**src/ctl_model_pkg.sv**
```systemverilog
// Constants and types shared by the privileged register model
package ctl_model_pkg;
    localparam int DATA_W = 32;
    localparam int IDX_W = 6;
    localparam int MEM_AW = 5;
    localparam int MEM_DEPTH = 32;

    // Register port indices
    localparam logic [5:0] IDX_A7 = 6'h0f;
    localparam logic [5:0] IDX_STATUS = 6'h10;
    localparam logic [5:0] IDX_FLAGS = 6'h11;
    localparam logic [5:0] IDX_USP = 6'h12;
    localparam logic [5:0] IDX_ISP = 6'h13;
    localparam logic [5:0] IDX_MSP = 6'h14;
    localparam logic [5:0] IDX_VBR = 6'h15;
    localparam logic [5:0] IDX_SFC = 6'h16;
    localparam logic [5:0] IDX_DFC = 6'h17;
    localparam logic [5:0] IDX_CACHE = 6'h18;
    localparam logic [5:0] IDX_FETCH0 = 6'h19;
    localparam logic [5:0] IDX_FETCH1 = 6'h1a;
    localparam logic [5:0] IDX_OPND0 = 6'h1b;
    localparam logic [5:0] IDX_OPND1 = 6'h1c;

    // Storage slots for the three stack pointers
    localparam logic [4:0] MEM_USP = 5'h0f;
    localparam logic [4:0] MEM_ISP = 5'h10;
    localparam logic [4:0] MEM_MSP = 5'h11;

    // Status word fields and reset value
    localparam int SW_S_BIT = 13;
    localparam int SW_M_BIT = 12;
    localparam logic [15:0] SW_RESET = 16'h2700;

    // Cache enable control fields
    localparam int CE_IC_BIT = 0;
    localparam int CE_DC_BIT = 1;

    // Block access control fields
    localparam int BA_BASE_HI = 31;
    localparam int BA_BASE_LO = 24;
    localparam int BA_MASK_HI = 23;
    localparam int BA_MASK_LO = 16;
    localparam int BA_EN_BIT = 15;
    localparam int BA_CM_HI = 6;
    localparam int BA_CM_LO = 5;
    localparam int BA_WP_BIT = 2;

    // Automatic address space codes
    localparam logic [2:0] FC_UDATA = 3'h1;
    localparam logic [2:0] FC_UPROG = 3'h2;
    localparam logic [2:0] FC_SDATA = 3'h5;
    localparam logic [2:0] FC_SPROG = 3'h6;

    localparam logic [1:0] LAST_BEAT = 2'h3;

    typedef enum logic [1:0] {
        CM_WTHRU, CM_COPYBACK, CM_SERIAL, CM_NOCACHE
    } cmode_t;
    typedef enum logic [1:0] {SZ_LONG, SZ_BYTE, SZ_WORD, SZ_LINE} size_t;
endpackage : ctl_model_pkg

```
**src/block_match.sv**
```systemverilog
// Matches an address against a pair of block access controls
`timescale 1ns/100ps
`default_nettype none
module block_match
    import ctl_model_pkg::*;
(
    input wire logic [31:0] addr_in,
    input wire logic [31:0] ctl0_in,
    input wire logic [31:0] ctl1_in,
    output logic hit_out,
    output logic wp_out,
    output ctl_model_pkg::cmode_t cmode_out
);
    // Mask bits widen a block from 16 Mbytes up to the full 4 Gbytes
    function automatic logic hit(input logic [31:0] c, input logic [7:0] a);
        logic [7:0] diff;
        diff = (a ^ c[BA_BASE_HI:BA_BASE_LO]) & ~c[BA_MASK_HI:BA_MASK_LO];
        return c[BA_EN_BIT] && (diff == 8'h00);
    endfunction : hit

    logic h0;
    logic h1;
    logic [31:0] sel;

    assign h0 = hit(ctl0_in, addr_in[31:24]);
    assign h1 = hit(ctl1_in, addr_in[31:24]);
    // Block 0 wins where both match
    assign sel = h0 ? ctl0_in : ctl1_in;
    assign hit_out = h0 || h1;
    assign wp_out = hit_out && sel[BA_WP_BIT];
    assign cmode_out = hit_out ? cmode_t'(sel[BA_CM_HI:BA_CM_LO])
                               : CM_WTHRU;
endmodule : block_match
`default_nettype wire

```
**config.mk**
```make
export PLATFORM = sky130hd
export DESIGN_NAME = block_match
export DESIGN_NICKNAME = d
export VERILOG_FILES = /design/src/ctl_model_pkg.sv /design/src/block_match.sv
export SDC_FILE = /design/constraint.sdc
export NUM_CORES = 1
export LEC_CHECK = 0
export ABC_AREA = 1
export BUFFER_PORTS_ARGS = -buffer_cell sky130_fd_sc_hd__buf_2
export CAP_MARGIN = 20
export CORE_MARGIN = 2
export CORE_UTILIZATION = 27
export DETAILED_ROUTE_END_ITERATION = 8
export GPL_TIMING_DRIVEN = 0
export PLACE_DENSITY = 0.9
export SLEW_MARGIN = 20
export SYNTH_ARGS = -nofsm -noshare
export SYNTH_HDL_FRONTEND = slang
export SYNTH_SLANG_ARGS = --single-unit
```
**constraint.sdc**
```tcl
create_clock -name vclk -period 1.35
set_input_delay 0.135 -clock vclk [all_inputs]
set_output_delay 0.135 -clock vclk [all_outputs]
set_load 0.01 [all_outputs]
```
==> reports/qor.csv, run 1 <==
metric;value;unit
Crit. End Element;primary output;
vias in the first global route;600;
Overflow after GRT;0;
power density cells;260;nW/um^2
Cell variety after synth;14;
pre-CTS WS;0.113;ns
Avg Cell Area, Syn;4.30;um^2
HPWL Detailed;1.23;mm
Sw Share;49.1;%
final net count;259;
clock buffers;0;
setup ws final;0.0979;ns
Post-Syn Instances;108;
leading cell types in the layout, fill and taps excluded;buf_2, nand2_1, inv_1;
GPL Wtd Cong;0.628;
Seq pwr share;0;%
critical path peak fanout;7;
static leakage;0.575;nW
global-route wire length before repair;2.15;mm
required time worst endpoint;1.22;ns
area share of the largest cell type after synthesis;34.0;%
Die Ht;45.5;um
crit path from;addr_in[25];
startpoint types;input port;
post-synth top area cell;nand2_1;
Period minus WS final;1.25;ns
Total GRT Usage;13.2;%
DRC Markers;0;
# hold bufs at CTS;0;
Power Internal;0.000106;W
compound-gate portion of the synthesized area;5.39;%
status;finished, final reports clean;
WL/cell;7.82;um
Peak VDD IR;0.000110;V
First-pass DRT Iterations;4;
Worst-Margin Slew;0.195;ns
Core Region;1560;um^2
Synth Net Count;204;
Synth Area in Adders;0;%
CP arrival;1.12;ns
Final period util;92.7;%
Iter 0 DRT Violations;7;
Area Overhead vs Synth;72.2;%
post-route ant nets;0;
relative slew slack;86.9;%
xor/xnor share of the synthesized area;0;%
register area share after synthesis;0;%
Synth Warn #;0;
Clock Power Share;0;%
worst hold margin;0.574;ns
initial antenna violation count;0;
Sequential Area;0;um^2
Comb pwr share;100.0;%
I/O Pins;100;
largest net degree at the start of global routing;8;
# diodes;0;
final hold violation count;0;
hold path cells;4;
total via count in the routed design;729;
FMAX;799;MHz
Synth Area in Simple Gates;70.4;%
Setup CP Type;in2out;
fraction of layout cells with a size suffix above 1;44.7;%
Syn Std Cell Area;464;um^2
post-synthesis mux area share;0;%
Pins Over Slew Limit;0;
largest family of logic cells by synthesized area;simple AND/OR/NAND/NOR gates;
Final Setup Violations;0;
total die area;2070;um^2
ranking of synthesized cells by area;nand2_1, inv_1, nor2_1;
routed vias/inst;4.12;
Initial Utilization;29.8;%
final wirelength;1.38;mm
num rows;14;
min-delay worst type;in2out;
FFs & Latches;0;
max_cap viols;0;
I/O Buffers;52;
min-delay src;ctl0_in[6];
Chip Width;45.5;um
most common cell after layout, fill and taps aside;buf_2;
NetSw;0.000102;W
-- power groups by stage --
stage	combinational, W	clock (W)	sequential (W)
finish	0.000208	0	0
global route	0.000240	0	0
CTS	0.000190	0	0
detailed placement	0.000190	0	0
global placement	0.000185	0	0
floorplan	0.0000948	0	0
-- metal layers --
metal / share of wire, % / vias to the layer above / GRT usage [%]
li1: - / 415 / -
met1: 42 / 279 / 16.0
met2: 48 / 35 / 25.6
met3: 10 / 0 / 1.59
met4: 0 / 0 / 0
met5: 0 / - / 0
-- what timing repair did --
action                     4_1_cts  5_1_grt
gates resized for setup          0       15
setup buffers                    0        1
setup endpoints to repair        0        1
-- worst max-delay path, stage by stage --
cell     delay [ns]
buf_2          0.12
inv_2          0.05
nand2_1        0.04
nand3_1        0.08
nand2_2        0.07
nor2_4         0.12
nand3_4        0.13
nand2_4        0.11
nand2_2        0.05
nor2_1         0.08
buf_2          0.13
-- path summary, 6_finish.rpt --
kind	end	slack (ns)
worst max-delay path	cmode_out[1]	0.1
worst min-delay path	cmode_out[1]	0.57
-- metrics by stage --
stage	cell area [um^2]	power, W	TNS (ns)	instances	util [%]
finish	800	0.000208	0	177	51.3
detailed placement	744	0.000190	0	176	47.8
floorplan	464	0.0000948	0	108	-
CTS	744	0.000190	0	176	47.8
global route	800	0.000240	-0.0149	177	51.3
global placement	744	0.000185	0	176	47.8
-- final cells by class --
type                       instances  area (um^2)
multi-input combinational         78          382
inverter                          30          115
tap                               16         20.0
fill                             183          759
timing repair buffer              53          283
-- synth_stat cells, drive strengths merged --
cell type,n
nand2,43
inv,30
nor2,19
nand3,10
o21bai,2
a21oi,1
nand3b,1
o21ai,1
or2,1
-- logic make-up after synthesis --
kind of cell,Yosys count
buffers and inverters,30
AO/OA/AOI/OAI,4
AND/OR/NAND/NOR,74
Note: power is estimated with default switching activity, not from simulation.
==> run 2: changes to the inputs <==
--- a/config.mk
+++ b/config.mk
@@ -9,10 +9,10 @@
 export BUFFER_PORTS_ARGS = -buffer_cell sky130_fd_sc_hd__buf_2
 export CAP_MARGIN = 20
 export CORE_MARGIN = 2
-export CORE_UTILIZATION = 27
+export CORE_UTILIZATION = 25
 export DETAILED_ROUTE_END_ITERATION = 8
 export GPL_TIMING_DRIVEN = 0
-export PLACE_DENSITY = 0.9
+export PLACE_DENSITY = 0.84
 export SLEW_MARGIN = 20
 export SYNTH_ARGS = -nofsm -noshare
 export SYNTH_HDL_FRONTEND = slang
==> constraint.sdc (replaced) <==
create_clock -name vclk -period 1.3
set_input_delay 0.13 -clock vclk [all_inputs]
set_output_delay 0.13 -clock vclk [all_outputs]
set_load 0.01 [all_outputs]
==> reports/qor.csv, run 2 (synthesis results as in run 1) <==
metric;value;unit
status;finished, final reports clean;
required time worst endpoint;1.17;ns
hold path cells;4;
Final Setup Violations;0;
Comb pwr share;100.0;%
largest net degree at the start of global routing;8;
max incr delay on CP;0.21;ns
routed vias/inst;3.94;
final hold violation count;0;
WL/cell;7.03;um
Worst-Margin Slew;0.148;ns
Core Region;1750;um^2
min-delay src;ctl0_in[5];
final net count;259;
Iter 0 DRT Violations;3;
Seq pwr share;0;%
Hold EP;cmode_out[0];
Final period util;94.1;%
# hold bufs at CTS;0;
NetSw;0.000104;W
global-route wire length before repair;1.80;mm
final wirelength;1.31;mm
Layout Cells excl Fill;186;
I/O Pins;100;
power density cells;266;nW/um^2
GPL Wtd Cong;0.642;
Power Internal;0.000122;W
total die area;2220;um^2
final core area utilization;48.6;%
First-pass DRT Iterations;2;
total via count in the routed design;733;
FMAX;817;MHz
FFs & Latches;0;
slowest CP cell;or2_0;
Initial Utilization;26.6;%
most common cell after layout, fill and taps aside;buf_2;
crit path from;addr_in[28];
startpoint types;input port;
num rows;15;
Overflow after GRT;0;
relative slew slack;90.1;%
Peak VDD IR;0.000103;V
Area Overhead vs Synth;82.7;%
static leakage;0.582;nW
vias in the first global route;508;
most used cell, CP;nand2_1;
Period minus WS final;1.22;ns
Total GRT Usage;10.6;%
DRC Markers;0;
Sequential Area;0;um^2
Pwr Total;0.000225;W
Chip Width;47.1;um
final setup TNS;0;ns
# diodes;0;
Post-Place Cells;185;
I/O Buffers;52;
post-route ant nets;0;
leading cell types in the layout, fill and taps excluded;buf_2, nand2_1, inv_1;
max_cap viols;0;
CP cell instances;buf_6 > or2_0 > nand2_1 > nand2_1 > inv_2 > nand3_4 > nand2_4 > nand2_2 > nor2_2 > buf_2;
fraction of layout cells with a size suffix above 1;45.3;%
Sw Share;46.0;%
critical path peak fanout;7;
HPWL Detailed;1.14;mm
Crit. End Element;primary output;
RSZ-0062 raised after global routing;yes;
clock buffers;0;
initial antenna violation count;0;
Setup CP Type;in2out;
Die Ht;47.1;um
Clock Power Share;0;%
Pins Over Slew Limit;0;
min-delay worst type;in2out;
CP arrival;1.09;ns
run 2: cell counts in the layout (fill, tap and decap cells not counted):
Identical to the previous run, type by type.
run 2: power by group through the flow:
stage               clock, W  sequential (W)  combinational [W]
global placement           0               0           0.000193
finish                     0               0           0.000225
CTS                        0               0           0.000197
global route               0               0           0.000258
floorplan                  0               0          0.0000984
detailed placement         0               0           0.000196
run 2: worst max-delay path by stage:
stage                         endpoint  slack [ns]  depth (start not counted)
after floorplan           cmode_out[0]        0.25                          8
after global placement          wp_out        0.08                         10
after detailed placement        wp_out        0.07                         10
after CTS                       wp_out        0.07                         10
after global routing      cmode_out[0]       -0.03                         11
final                           wp_out        0.08                         10
run 2: what timing repair did:
action,in CTS,in global routing
endpoints found under the hold margin,0,0
endpoints found under the setup margin,0,3
gates resized for setup,0,27
buffers inserted,0,1
run 2: metrics by stage:
| step | setup slack, ns | hold WS (ns) | cell area [um^2] |
|---|---|---|---|
| global route | -0.0326 | 0.602 | 848 |
| finish | 0.0765 | 0.558 | 848 |
| floorplan | 0.255 | 0.409 | 464 |
| detailed placement | 0.0745 | 0.571 | 756 |
| CTS | 0.0662 | 0.572 | 756 |
| global placement | 0.0764 | 0.570 | 756 |
run 2: cell type report:
type                       count  area, um^2
fill                         198         897
tap                           25        31.3
inverter                      30         120
multi-input combinational     78         369
timing repair buffer          53         328
run 2: routing by layer:
metal	global-route usage (%)	vias to the layer above	wire length [um]
met1	15.5	282	557
met2	18.4	34	628
met5	0	-	0
li1	-	417	-
met4	0	0	0
met3	0.385	0	122
run 2: critical path, delay by kind of cell:
kind	cells	cell delay, ns
buf+inv	3	0.28
simple gates	7	0.69
==> run 3: changes to the inputs <==
--- a/config.mk
+++ b/config.mk
@@ -8,6 +8,7 @@
 export ABC_AREA = 1
 export BUFFER_PORTS_ARGS = -buffer_cell sky130_fd_sc_hd__buf_2
 export CAP_MARGIN = 20
+export CORE_ASPECT_RATIO = 1.4
 export CORE_MARGIN = 2
 export CORE_UTILIZATION = 25
 export DETAILED_ROUTE_END_ITERATION = 8
==> reports/qor.csv, run 3 (synthesis results as in run 1) <==
metric;value;unit
final wirelength;1.13;mm
Final Setup Violations;0;
I/O Buffers;52;
First-pass DRT Iterations;2;
Die Ht;55.0;um
final setup TNS;0;ns
Pins Over Slew Limit;0;
num rows;18;
Iter 0 DRT Violations;9;
final net count;258;
I/O Pins;100;
# diodes;0;
power density cells;259;nW/um^2
post-route ant nets;0;
clock buffers;0;
total die area;2220;um^2
Overflow after GRT;0;
DRC Markers;0;
initial antenna violation count;0;
worst hold margin;0.557;ns
static leakage;0.561;nW
most common cell after layout, fill and taps aside;buf_2;
fraction of layout cells with a size suffix above 1;41.3;%
Setup CP Type;in2out;
final hold violation count;0;
required time worst endpoint;1.17;ns
Chip Width;40.4;um
Sequential Area;0;um^2
Crit. End Element;primary output;
Final period util;94.8;%
global-route wire length before repair;1.75;mm
Area Overhead vs Synth;65.0;%
max_cap viols;0;
Peak VDD IR;0.0000903;V
Total GRT Usage;10.5;%
Layout Cells excl Fill;180;
FMAX;812;MHz
Initial Utilization;26.4;%
status;finished, final reports clean;
critical path peak fanout;7;
setup ws final;0.0680;ns
WL/cell;6.29;um
final core area utilization;43.6;%
CP arrival;1.10;ns
vias in the first global route;543;
relative slew slack;90.6;%
RSZ-0062 raised after global routing;yes;
CTS resizes;0;
total of fill cells in the finished design;204;
min-delay worst type;in2out;
post-CTS setup buffers;0;
total via count in the routed design;714;
Worst-Margin Slew;0.139;ns
HPWL Detailed;1.07;mm
routed vias/inst;3.97;
pre-CTS WS;0.0776;ns
Post-Place Cells;180;
# hold bufs at CTS;0;
startpoint types;input port;
GPL Wtd Cong;0.607;
leading cell types in the layout, fill and taps excluded;buf_2, nand2_1, inv_1;
Core Region;1760;um^2
FFs & Latches;0;
Period minus WS final;1.23;ns
largest net degree at the start of global routing;8;
==> run 3: changes by cell type in the layout (fill, tap and decap cells not counted) <==
cell	previous run	this run
nand2_2	4	3
nand3_2	2	1
buf_4	1	0
nand3_1	7	8
buf_2	43	51
inv_1	21	25
inv_4	3	0
nand2_1	38	39
buf_6	8	1
buf_8	1	0
inv_2	6	5
==> run 3: report_power, final <==
group	leakage [nW]	switching (W)	internal, W
Clock	0	0	0
Combinational	0.561	0.0000971	0.000101
Sequential	0	0	0
Total	0.561	0.0000971	0.000101
==> run 3: layer usage <==
metal | track usage, % | up-vias | routed length, um
li1 | - | 413 | -
met1 | 12.7 | 265 | 484
met2 | 20.9 | 36 | 522
met3 | 0 | 0 | 125
met4 | 0 | 0 | 0
met5 | 0 | - | 0
==> run 3: cell type report <==
class / instances / area (um^2) / share of cell area [%]
timing repair buffer: 52 / 267 / 34.8
multi-input combinational: 78 / 362 / 47.2
inverter: 30 / 113 / 14.7
tap: 20 / 25.0 / 3.27
==> run 3: path summary, 6_finish.rpt <==
check | start | to | slack, ns | cells after the start
max | addr_in[24] | cmode_out[1] | 0.07 | 11
min | ctl0_in[6] | cmode_out[1] | 0.56 | 4
==> run 3: worst max-delay path: stages <==
cell and delay, ns:
buf_2 0.12, inv_2 0.05, nand2_1 0.04, nand3_1 0.06, nand2_1 0.06, nor2_2 0.13, nand3_4 0.13, nand2_4 0.11
nand2_2 0.05, nor2_2 0.08, buf_2 0.12
==> run 3: metrics by stage <==
| step | cell area (um^2) | total power [W] |
|---|---|---|
| after floorplan | 464 | 0.0000984 |
| after global placement | 749 | 0.000194 |
| after detailed placement | 749 | 0.000196 |
| after CTS | 749 | 0.000197 |
| after global routing | 766 | 0.000232 |
| final | 766 | 0.000198 |
